===== config.mk =====
export PLATFORM = sky130hd
export DESIGN_NAME = vicm_unit
export DESIGN_NICKNAME = d
export VERILOG_FILES = /design/src/hdl/vicm_pkg.sv /design/src/hdl/vicm_div.sv /design/src/hdl/vicm_unit.sv
export VERILOG_INCLUDE_DIRS = /design/src /design/src/hdl
export SDC_FILE = /design/constraint.sdc
export NUM_CORES = 2
export LEC_CHECK = 0
export ABC_AREA = 1
export BUFFER_PORTS_ARGS = -buffer_cell sky130_fd_sc_hd__buf_2
export CELL_PAD_IN_SITES_DETAIL_PLACEMENT = 1
export CELL_PAD_IN_SITES_GLOBAL_PLACEMENT = 1
export CORE_MARGIN = 4
export CORE_UTILIZATION = 30
export CTS_CLUSTER_SIZE = 12
export DETAILED_ROUTE_END_ITERATION = 10
export PLACE_DENSITY = 0.59
export SLEW_MARGIN = 25
export SYNTH_ARGS = -nofsm -noshare
export SYNTH_HDL_FRONTEND = slang
export SYNTH_SLANG_ARGS = --single-unit

===== constraint.sdc =====
create_clock -name sys_clk -period 7.6 [get_ports sys_clk]
set_clock_uncertainty 0.2 [all_clocks]
set_input_delay 0 -clock sys_clk [delete_from_list [all_inputs] [get_ports sys_clk]]
set_output_delay 0 -clock sys_clk [all_outputs]
set_load 0.1 [all_outputs]

===== src/hdl/vicm_defines.svh =====
// Functional notes
// - Compare writes mask bit 1 when comparison holds, else 0.
// - Compare result is one mask bit per element in a single register.
// - Destination may be mask register zero; its bit is read before being written.
// - eq/ne/le in vector, scalar, immediate; lt vector/scalar; gt scalar/immediate.
// - Compare immediate is 5 bits, always sign-extended, unsigned compares included.
// - No ge-scalar, lt-immediate or ge-immediate encodings; they are refused.
// - Masked compare under undisturbed policy keeps old bits of inactive elements.
// - Compare destinations are always handled tail-agnostic.
// - Signed and unsigned min and max, second operand vector or scalar.
// - Multiply forms the 2*width product; low form returns its low half.
// - High forms return upper half: signed, unsigned, signed-by-unsigned.
// - No unsigned-vector by signed-scalar high multiply exists.
// - High multiply has no scaling, rounding, saturation or overflow flag.
// - Divide and remainder match scalar results, incl. divide by zero and overflow.
// - Narrowing logical right shift of 2*width source, zero fill, low half written.
// - Narrowing arithmetic right shift of 2*width source, sign fill, low half.
// - Narrowing logical shift by zero truncates to the low half.
// - Narrowing shifts use only the low lg2(2*width) amount bits.
// - Narrowing shift immediate is 5 bits, zero-extended.
`ifndef VICM_DEFINES_SVH
`define VICM_DEFINES_SVH
`define VICM_ELEM_W 32
`define VICM_IDX_W 8
`define VICM_IMM_W 5
`define VICM_RST_READY 1'b1
`define VICM_RST_FLAG 1'b0
`endif


===== src/hdl/vicm_pkg.sv =====
package vicm_pkg;
  typedef enum logic [4:0] {
    OP_SEQ    = 5'h00,
    OP_SNE    = 5'h01,
    OP_SLTU   = 5'h02,
    OP_SLT    = 5'h03,
    OP_SLEU   = 5'h04,
    OP_SLE    = 5'h05,
    OP_SGTU   = 5'h06,
    OP_SGT    = 5'h07,
    OP_MINU   = 5'h08,
    OP_MIN    = 5'h09,
    OP_MAXU   = 5'h0a,
    OP_MAX    = 5'h0b,
    OP_MUL    = 5'h0c,
    OP_MULH   = 5'h0d,
    OP_MULHU  = 5'h0e,
    OP_MULHSU = 5'h0f,
    OP_DIVU   = 5'h10,
    OP_DIV    = 5'h11,
    OP_REMU   = 5'h12,
    OP_REM    = 5'h13,
    OP_NSRL   = 5'h14,
    OP_NSRA   = 5'h15
  } vicm_op_t;
  typedef enum logic [1:0] {
    SRC_VEC = 2'b00,
    SRC_SCA = 2'b01,
    SRC_IMM = 2'b10
  } vicm_src_t;
  typedef enum logic [1:0] {
    ST_IDLE = 2'b00,
    ST_DIV  = 2'b01
  } vicm_st_t;
endpackage


===== src/hdl/vicm_div.sv =====
`include "vicm_defines.svh"
module vicm_div
  import vicm_pkg::*;
#(
  parameter int W = `VICM_ELEM_W
) (
  // Clock and reset
  input  wire logic         sys_clk,
  input  wire logic         rstn,
  // Start
  input  wire logic         start,
  input  wire logic         sgn,
  input  wire logic [W-1:0] dividend,
  input  wire logic [W-1:0] divisor,
  // Result
  output logic              done_r,
  output logic [W-1:0]      quot_r,
  output logic [W-1:0]      rem_r
);
  localparam int CW = $clog2(W + 1);
  logic [CW-1:0] cnt_r;
  logic [W-1:0]  q_r;
  logic [W-1:0]  r_r;
  logic [W-1:0]  d_r;
  logic          neg_q_r;
  logic          neg_r_r;
  wire  [W-1:0]  min_val = {1'b1, {(W-1){1'b0}}};
  wire           div_zero = (divisor == '0);
  wire           div_ovf = sgn && (dividend == min_val) && (divisor == '1);
  wire  [W-1:0]  mag_a = (sgn && dividend[W-1]) ? W'(-dividend) : dividend;
  wire  [W-1:0]  mag_b = (sgn && divisor[W-1]) ? W'(-divisor) : divisor;
  // One restoring step
  wire  [W:0]    rt = {r_r, q_r[W-1]};
  wire  [W:0]    diff = rt - {1'b0, d_r};
  wire           ge = !diff[W];
  wire  [W-1:0]  r_nxt = ge ? diff[W-1:0] : rt[W-1:0];
  wire  [W-1:0]  q_nxt = {q_r[W-2:0], ge};
  wire           last = (cnt_r == CW'(1));

  always_ff @(posedge sys_clk or negedge rstn)
  begin
    if (!rstn)
    begin
      cnt_r   <= '0;
      q_r     <= '0;
      r_r     <= '0;
      d_r     <= '0;
      neg_q_r <= 1'b0;
      neg_r_r <= 1'b0;
      done_r  <= 1'b0;
      quot_r  <= '0;
      rem_r   <= '0;
    end
    else
    begin
      done_r <= 1'b0;
      if (start && div_zero)
      begin
        done_r <= 1'b1;
        quot_r <= '1;
        rem_r  <= dividend;
      end
      else if (start && div_ovf)
      begin
        done_r <= 1'b1;
        quot_r <= dividend;
        rem_r  <= '0;
      end
      else if (start)
      begin
        cnt_r   <= CW'(W);
        q_r     <= mag_a;
        r_r     <= '0;
        d_r     <= mag_b;
        neg_q_r <= sgn && (dividend[W-1] ^ divisor[W-1]);
        neg_r_r <= sgn && dividend[W-1];
      end
      else if (cnt_r != '0)
      begin
        cnt_r <= cnt_r - CW'(1);
        q_r   <= q_nxt;
        r_r   <= r_nxt;
        if (last)
        begin
          done_r <= 1'b1;
          quot_r <= neg_q_r ? W'(-q_nxt) : q_nxt;
          rem_r  <= neg_r_r ? W'(-r_nxt) : r_nxt;
        end
      end
    end
  end
endmodule


===== src/hdl/vicm_unit.sv =====
`include "vicm_defines.svh"
module vicm_unit
  import vicm_pkg::*;
#(
  parameter int ELEM_W = `VICM_ELEM_W,
  parameter int IDX_W  = `VICM_IDX_W
) (
  // Clock and reset
  input  wire logic                sys_clk,
  input  wire logic                rstn,
  // Request
  input  wire logic                req_valid,
  input  vicm_op_t                 req_op,
  input  vicm_src_t                req_src,
  input  wire logic [2*ELEM_W-1:0] req_wide,
  input  wire logic [ELEM_W-1:0]   req_vec,
  input  wire logic [ELEM_W-1:0]   req_scalar,
  input  wire logic [4:0]          req_imm,
  input  wire logic [IDX_W-1:0]    req_idx,
  // Mask and policy
  input  wire logic                mask_enable_field,
  input  wire logic                mask_v0_bit,
  input  wire logic                mask_undisturbed,
  input  wire logic [ELEM_W-1:0]   req_old_elem,
  input  wire logic                req_old_mask_bit,
  // Answer
  output logic                     req_ready_r,
  output logic                     res_valid_r,
  output logic [ELEM_W-1:0]        res_data_r,
  output logic                     res_mask_bit_r,
  output logic                     res_is_mask_r,
  output logic                     res_tail_agnostic_r,
  output logic                     res_write_r,
  output logic                     res_illegal_r,
  output logic [IDX_W-1:0]         res_idx_r
);
  localparam int W = ELEM_W;
  localparam int SH_W = $clog2(2 * W);
  localparam int DIV_MAX_LAT = W + 2;

  function automatic logic illegal_fn(input vicm_op_t op, input vicm_src_t src);
    logic bad;
    bad = (src != SRC_VEC) && (src != SRC_SCA) && (src != SRC_IMM);
    case (op)
      OP_SEQ, OP_SNE, OP_SLEU, OP_SLE, OP_NSRL, OP_NSRA: illegal_fn = bad;
      OP_SLTU, OP_SLT:  illegal_fn = bad || (src == SRC_IMM);
      OP_SGTU, OP_SGT:  illegal_fn = bad || (src == SRC_VEC);
      OP_MINU, OP_MIN, OP_MAXU, OP_MAX,
      OP_MUL, OP_MULH, OP_MULHU, OP_MULHSU,
      OP_DIVU, OP_DIV, OP_REMU, OP_REM: illegal_fn = bad || (src == SRC_IMM);
      default:          illegal_fn = 1'b1;
    endcase
  endfunction

  function automatic logic cmp_fn(input vicm_op_t op, input logic eq,
                                  input logic ltu, input logic lt);
    case (op)
      OP_SEQ:  cmp_fn = eq;
      OP_SNE:  cmp_fn = !eq;
      OP_SLTU: cmp_fn = ltu;
      OP_SLT:  cmp_fn = lt;
      OP_SLEU: cmp_fn = ltu || eq;
      OP_SLE:  cmp_fn = lt || eq;
      OP_SGTU: cmp_fn = !(ltu || eq);
      OP_SGT:  cmp_fn = !(lt || eq);
      default: cmp_fn = 1'b0;
    endcase
  endfunction

  vicm_st_t st_r;
  logic     h_active_r;
  logic     h_undist_r;
  logic     h_rem_r;
  logic [W-1:0] h_old_r;
  logic [IDX_W-1:0] h_idx_r;
  logic         div_done;
  logic [W-1:0] div_quot;
  logic [W-1:0] div_rem;

  // Operand selection
  wire           take = req_valid && req_ready_r;
  wire [W-1:0]   a = req_wide[W-1:0];
  wire [W-1:0]   imm_sx = W'($signed(req_imm));
  wire [W-1:0]   imm_zx = {{(W-5){1'b0}}, req_imm};
  wire [W-1:0]   b = (req_src == SRC_VEC) ? req_vec :
                     (req_src == SRC_SCA) ? req_scalar : imm_sx;
  wire [SH_W-1:0] shamt = (req_src == SRC_IMM) ? imm_zx[SH_W-1:0]
                                               : b[SH_W-1:0];

  // Classification
  wire illegal = illegal_fn(req_op, req_src);
  wire is_cmp = (req_op <= OP_SGT);
  wire is_div = (req_op >= OP_DIVU) && (req_op <= OP_REM);
  wire div_go = take && is_div && !illegal;
  wire active = mask_enable_field || mask_v0_bit;

  // Compare and min/max
  wire eq  = (a == b);
  wire ltu = (a < b);
  wire lt  = ($signed(a) < $signed(b));
  wire cmp = cmp_fn(req_op, eq, ltu, lt);
  wire [W-1:0] minmax = (req_op == OP_MINU) ? (ltu ? a : b) :
                        (req_op == OP_MIN)  ? (lt ? a : b) :
                        (req_op == OP_MAXU) ? (ltu ? b : a) :
                                              (lt ? b : a);

  // Multiply: operands extended by one bit so one signed product covers all forms
  wire a_sgn = (req_op != OP_MULHU) && a[W-1];
  wire b_sgn = ((req_op == OP_MULH) || (req_op == OP_MUL)) && b[W-1];
  wire signed [W:0]     a_x = {a_sgn, a};
  wire signed [W:0]     b_x = {b_sgn, b};
  wire signed [2*W+1:0] prod = a_x * b_x;
  wire [W-1:0] mul_lo = prod[W-1:0];
  wire [W-1:0] mul_hi = prod[2*W-1:W];

  // Narrowing shifts
  wire [2*W-1:0] srl_w = req_wide >> shamt;
  wire [2*W-1:0] sra_w = $signed(req_wide) >>> shamt;

  wire [W-1:0] alu_res = (req_op == OP_MUL)  ? mul_lo :
                         (req_op == OP_NSRL) ? srl_w[W-1:0] :
                         (req_op == OP_NSRA) ? sra_w[W-1:0] :
                         (req_op <= OP_MAX)  ? minmax : mul_hi;

  // Inactive elements: old value when undisturbed, all ones when agnostic
  wire [W-1:0] data_nxt = active ? alu_res
                        : (mask_undisturbed ? req_old_elem : '1);
  wire mbit_nxt = active ? cmp
                : (mask_undisturbed ? req_old_mask_bit : 1'b1);
  wire [W-1:0] div_pick = h_rem_r ? div_rem : div_quot;
  wire [W-1:0] div_data = h_active_r ? div_pick
                        : (h_undist_r ? h_old_r : '1);

  vicm_div #(
    .W (W)
  ) u_div (
    .sys_clk  (sys_clk),
    .rstn     (rstn),
    .start    (div_go),
    .sgn      ((req_op == OP_DIV) || (req_op == OP_REM)),
    .dividend (a),
    .divisor  (b),
    .done_r   (div_done),
    .quot_r   (div_quot),
    .rem_r    (div_rem)
  );

  always_ff @(posedge sys_clk or negedge rstn)
  begin
    if (!rstn)
    begin
      st_r       <= ST_IDLE;
      h_active_r <= 1'b0;
      h_undist_r <= 1'b0;
      h_rem_r    <= 1'b0;
      h_old_r    <= '0;
      h_idx_r    <= '0;
    end
    else
    begin
      case (st_r)
        ST_IDLE:
        begin
          if (div_go)
          begin
            st_r       <= ST_DIV;
            h_active_r <= active;
            h_undist_r <= mask_undisturbed;
            h_rem_r    <= req_op >= OP_REMU;
            h_old_r    <= req_old_elem;
            h_idx_r    <= req_idx;
          end
        end
        ST_DIV:
        begin
          if (div_done)
          begin
            st_r <= ST_IDLE;
          end
        end
        default: st_r <= ST_IDLE;
      endcase
    end
  end

  always_ff @(posedge sys_clk or negedge rstn)
  begin
    if (!rstn)
    begin
      req_ready_r         <= `VICM_RST_READY;
      res_valid_r         <= `VICM_RST_FLAG;
      res_data_r          <= '0;
      res_mask_bit_r      <= `VICM_RST_FLAG;
      res_is_mask_r       <= `VICM_RST_FLAG;
      res_tail_agnostic_r <= `VICM_RST_FLAG;
      res_write_r         <= `VICM_RST_FLAG;
      res_illegal_r       <= `VICM_RST_FLAG;
      res_idx_r           <= '0;
    end
    else if (st_r == ST_DIV)
    begin
      res_valid_r <= div_done;
      req_ready_r <= div_done;
      if (div_done)
      begin
        res_data_r          <= div_data;
        res_mask_bit_r      <= 1'b0;
        res_is_mask_r       <= 1'b0;
        res_tail_agnostic_r <= 1'b0;
        res_write_r         <= 1'b1;
        res_illegal_r       <= 1'b0;
        res_idx_r           <= h_idx_r;
      end
    end
    else
    begin
      res_valid_r <= take && !div_go;
      req_ready_r <= !div_go;
      if (take && !div_go)
      begin
        res_data_r          <= (is_cmp || illegal) ? '0 : data_nxt;
        res_mask_bit_r      <= is_cmp && !illegal && mbit_nxt;
        res_is_mask_r       <= is_cmp;
        res_tail_agnostic_r <= is_cmp;
        res_write_r         <= !illegal;
        res_illegal_r       <= illegal;
        res_idx_r           <= req_idx;
      end
    end
  end
endmodule


# --- Word-level counts from Yosys, hierarchy flattened ---
# Index checks and enable logic that the tools add are counted.
word_totals:
  register_bits: 260
  in_bits: 187
  out_inout_bits: 47
op_classes:
  n_addsub: 6
  multipliers: 1
  n_lt_le_gt_ge: 7
  eq_ne: 34
  shifts: 2
  mux: 71
  n_bitwise: 3
  n_reduce_logical: 51
ops:
  columns: ["operator", "n"]
  rows:
  - ["$mux W32", 41]
  - ["$neg A32 Y32", 4]
  - ["$eq A32 B32 Y1 const B", 2]
  - ["$lt A32 B32 Y1", 2]
  - ["$mul A33 B33 Y64", 1]
  - ["$shr A64 B6 Y32", 1]
  - ["$sshr A64 B6 Y32", 1]
  - ["$eq A5 B4 Y1 const B", 8]
  - ["$sub A33 B32 Y33", 1]
  - ["$eq A32 B32 Y1", 1]
  - ["$logic_not A32 Y1", 1]
  - ["$eq A5 B5 Y1 const B", 6]
  - ["$mux W8", 3]
  - ["$eq A5 B3 Y1 const B", 4]
  - ["$mux W1", 19]
  - ["$logic_and A1 B1 Y1", 18]
  - ["$mux W6", 3]
  - ["$reduce_or A14 Y1", 1]
  - ["$eq A5 B2 Y1 const B", 2]
  - ["$ge A5 B5 Y1 const B", 2]
  - ["$reduce_and A3 Y1", 3]
  - ["$logic_or A1 B1 Y1", 8]
  - ["$pmux W1 S8", 1]
  - ["$eq A6 B1 Y1 const B", 1]
  - ["25 further kinds", 41]

# --- Longest topological paths before layout ---
logic_depth:
  ltp_word: 16
  ltp_mapped: 49

# --- By module ---
# A second synthesis with hierarchy kept.
unflattened:
  cells_unflattened: 9227
  hier_area_um2: 65561.6
by_module_without_submodules:
  columns: ["module", "n_inst", "cells_each", "area_each_um2"]
  rows:
  - ["vicm_unit", 1, 7104, 51773.4]
  - ["vicm_div", 1, 2123, 13788.2]

# --- Worst setup path after synthesis ---
# No wires, ideal clock.
synth_timing:
  kind: "in2reg"
  from: "in req_src[1]"
  to: "reg res_data_r[29]"
  setup_time_ns: 0.123
  t_arrival_ns: 7.961
  setup_slack_ns: -0.684
  stages: 38
  path_cell_list: "buf_6 nor2_2 buf_6 buf_6 nand2_2 o211ai_4 inv_2 clkbuf_1 buf_2 buf_2 nor2_1 fa_1 fa_1 fa_1 fa_1 inv_1 fa_1 fa_1 (+2 left out) inv_1 ha_1 a21oi_1 inv_1 a31oi_1 o21ai_0 a221oi_1 o211ai_1 nand2_1 nand3_1 nand3_1 nand2_1 nand2_1 nand2_1 nand2_1 nand2_1 nand2_1 a21oi_1"
synth_between:
  elab_chain_len: 16
  elab_cells_between_ends: 42
  classes_between: "mul: 1; order compare: 2; eq/ne: 4; shift: 2; mux: 19; reduce/logical: 14"
synth_lines:
  columns: ["item", "line_no", "text"]
  rows:
  - ["start: declaration", "vicm_unit.sv:14", "input vicm_src_t req_src,"]
  - ["branches (longest 16 deep; another with $mul A33 B33 Y64)", null, null]
  - ["end signal: assignment", "vicm_unit.sv:206", "res_data_r <= div_data;"]
  - ["end signal: assignment", "vicm_unit.sv:221", "res_data_r <= (is_cmp || illegal) ? '0 : data_nxt;"]
  - ["end: declaration", "vicm_unit.sv:29", "output logic [ELEM_W-1:0] res_data_r,"]
# Several ways; the timed one is not identified. The select of a mux whose other input is x is not followed.
# A chain may end at the register's enable or synchronous reset.

# --- Worst setup path in the final report ---
layout_timing:
  from: "in req_src[1]"
  to: "reg res_data_r[24]"
# Same word-level chain as after synthesis.

==> metrics.cfg <==
[logic_synthesis]
synth_seq_area_share = 0.1005
synthFlopType = dfrtp_1
synth_top_cell_area_share = 0.3496
synth.most_common_cell = nand2_1
synth_nets = 10560
ys_top_cells_by_area = fa_1 35%, nand2_1 14%, inv_1 11%, dfrtp_1 10%, ha_1 6.1%
syn_area_per_cell_um2 = 7.220
netlist_area_mm2 = 0.06449
ys_seq_elements = 259
ys_types = 66
yosys-top-cells-count = 2352 x nand2_1, 1804 x inv_1, 1126 x fa_1
synth.largest_area_cell = fa_1
async_flop_share = 1.000
yosysWarningCount = 0
synthCells = 8932
synth_edf_count = 0

[worst_setup_path]
cp-start-kind = input pin
crit_buf_inv = 14
max_stage_delay_ns = 0.71
ff2ff_path_depth = 29
crit_top_cell = nand2_2
critical_path_required_ns = 7.92
path_class = input pin to register
end_kind = register
reg2reg_to = u_div.quot_r[30]$_DFFE_PN0P_
r2r_start = u_div.q_r[31]$_DFFE_PN0P_
regToRegSetupSlack_ns = 1.29
cp_data_arrival_time_ns = 8.37
crit_slowest_cell = fa_2
crit_family = adder cells
worst-path-max-fanout = 6

[die]
die_area_mm2 = 0.2224
start_util = 0.3028
num_io_pins = 234
die_y_um = 471.6
core_area_mm2 = 0.2129
row_count = 169
die_w_um = 471.6

[grt]
grt_pass1_vias = 71102
grt_pass1_wl_um = 494200
antenna_found_initial = 18
grt_max_degree = 83
grt_use_total = 0.3028
grt_overflow_total = 0

[clock_tree]
clk_latency_ns = 0.58
clockRootBuffer = clkbuf_16
h-tree-depth = 1
cts_tree = built
clkTransAtPathRegs_ns = 0.07
clk_path_buf_depth = 3
cts.sinks = 259
numCtsBuffers = 27

[place]
place.gp.congestion = 0.9700
dp_hpwl_um = 289200
dp.cells = 12477
place_ws_ns = -2.679
place_area_mm2 = 0.07597
io_buffers = 233

[hold_path]
holdCritStartpoint = req_idx[6]
min_path_cells = 4
hold_class = input pin to register
min_to = res_idx_r[6]$_DFFE_PN0P_

[final_layout]
drive_gt1_frac = 0.2103
fin_cells = 12703
postLayoutCellArea_mm2 = 0.08153
area_delta_synth_final_pct = 26.43
n_fill_cell = 26062
nets = 11487

[routing]
vias_per_cell = 5.102
postRouteAntennaNets = 0
drc_errors = 0
wl_per_cell_um = 26.97
first_iter_violations = 4476
dr.pass1.iters = 5
num_vias = 64812
finalWirelength_um = 342600

[sta]
hold_viol = 0
worst_pin_slew_ns = 1.055
setup_viol = 32
finalWorstSetupSlack_ns = -0.4532
rsz0062_at_grt = true
max_freq_ghz = 0.1242
slew_violations = 0
finalCritPeriodShare = 1.060
maxSlewHeadroom = 0.2891
layout_min_cycle_time_ns = 8.053

[flow_run]
cap_violations = 0

[status]
violations = negative setup slack
status = finished, violations left

==> cell families after synthesis <==
kind of cell,share of synthesized area
AND/OR/NAND/NOR,0.2183
buffers and inverters,0.1373
adder cells (fa/ha/maj),0.4107
AO/OA/AOI/OAI,0.1098
flip-flops,0.1005
XOR/XNOR,0.02078
multiplexers,0.002639
==> timing repair <==
action,4_1_cts,5_1_grt
resized for setup,534,336
hold endpoints to repair,224,0
hold buffers,67,0
endpoints found under the setup margin,32,32
gates cloned,2,3
buffers inserted,68,44
pin swaps,122,206
==> layout by cell type, fill, tap and decap left out, types with 24 or more instances in the layout <==
| master | Yosys | final |
|---|---|---|
| nor2_1 | 648 | 557 |
| a21oi_1 | 431 | 375 |
| buf_6 | 12 | 65 |
| nand2_2 | 9 | 118 |
| nor2_4 | 5 | 55 |
| nor3_1 | 49 | 44 |
| nand2_4 | 1 | 32 |
| dlygate4sd3_1 | 0 | 66 |
| a21oi_2 | 29 | 70 |
| or2_2 | 28 | 28 |
| nor2_2 | 8 | 49 |
| nor4_1 | 28 | 24 |
| o21ai_2 | 7 | 37 |
| buf_2 | 52 | 230 |
| o221ai_1 | 36 | 35 |
| inv_2 | 21 | 93 |
| ha_4 | 0 | 44 |
| nand2_1 | 2352 | 2211 |
| o211ai_1 | 51 | 51 |
| clkbuf_16 | 0 | 30 |
| o22ai_1 | 46 | 46 |
| inv_1 | 1804 | 1721 |
| xor2_1 | 110 | 109 |
| nand3_1 | 280 | 230 |
| o21ai_1 | 23 | 35 |
| o21ai_0 | 499 | 446 |
| a31oi_1 | 51 | 38 |
| fa_2 | 0 | 72 |
| buf_12 | 0 | 100 |
| fa_1 | 1126 | 1054 |
| buf_4 | 8 | 879 |
| nand4_1 | 51 | 51 |
| ha_1 | 315 | 270 |
| xnor2_1 | 43 | 43 |
| dfrtp_1 | 258 | 258 |
| nand3_2 | 1 | 34 |
==> worst max path at each step <==
stage / cells past startpoint / endpoint / from / slack (ns)
after detailed placement: 39 / res_data_r[6]$_DFFE_PN0P_ / req_src[1] / -2.68
after CTS: 43 / res_data_r[25]$_DFFE_PN0P_ / req_src[1] / -0.47
after floorplan: 40 / res_data_r[25]$_DFFE_PN0P_ / req_src[1] / -0.26
after global placement: 39 / res_data_r[6]$_DFFE_PN0P_ / req_src[1] / -2.56
final: 40 / res_data_r[24]$_DFFE_PN0P_ / req_src[1] / -0.45
after global routing: 40 / res_data_r[29]$_DFFE_PN0P_ / req_src[1] / -0.70
==> worst min-delay path, stage by stage <==
cell,delay [ns]
dlygate4sd3_1,0.53
buf_2,0.13
nand2_1,0.06
a31oi_1,0.07
==> state kept, by name (all words and copies together) (netlist names), 6 cells and up <==
name	cells
h_idx_r	8
h_old_r	32
res_data_r	32
res_idx_r	8
u_div.cnt_r	6
u_div.d_r	32
u_div.q_r	32
u_div.quot_r	32
u_div.r_r	32
u_div.rem_r	32
==> per-layer routing <==
| layer | vias to the layer above | share of wire | global-route usage |
|---|---|---|---|
| met3 | 580 | 0.043 | 0.02627 |
| met2 | 1737 | 0.49 | 0.5277 |
| li1 | 28873 | - | - |
| met5 | - | 0.000096 | 0 |
| met4 | 6 | 0.061 | 0.1470 |
| met1 | 33616 | 0.41 | 0.3767 |
==> per-stage QoR <==
step	setup TNS [ns]	util	hold WS, ns
floorplan	-2.508	-	-0.4956
global placement	-56.08	0.3568	-0.1930
detailed placement	-60.32	0.3568	-0.1902
CTS	-7.974	0.3753	0.005363
global route	-17.00	0.3829	0.05615
finish	-8.860	0.3829	0.04669
==> layout make-up <==
cell class                      count  area (µm²)  share of cell area
Antenna cell                        5       12.51           0.0001535
Clock buffer                       42       742.0            0.009101
Clock inverter                      5       62.56           0.0007673
Inverter                         1847        6984             0.08566
Multi-Input combinational cell   6364       52220              0.6405
Sequential cell                   259        6482             0.07951
Tap cell                         2821        3530             0.04329
Timing Repair Buffer             1360       11500              0.1411
Power is left out: the tool's default activity adds up to more than one toggle a clock period on the data nets, which glitch-free logic cannot reach.
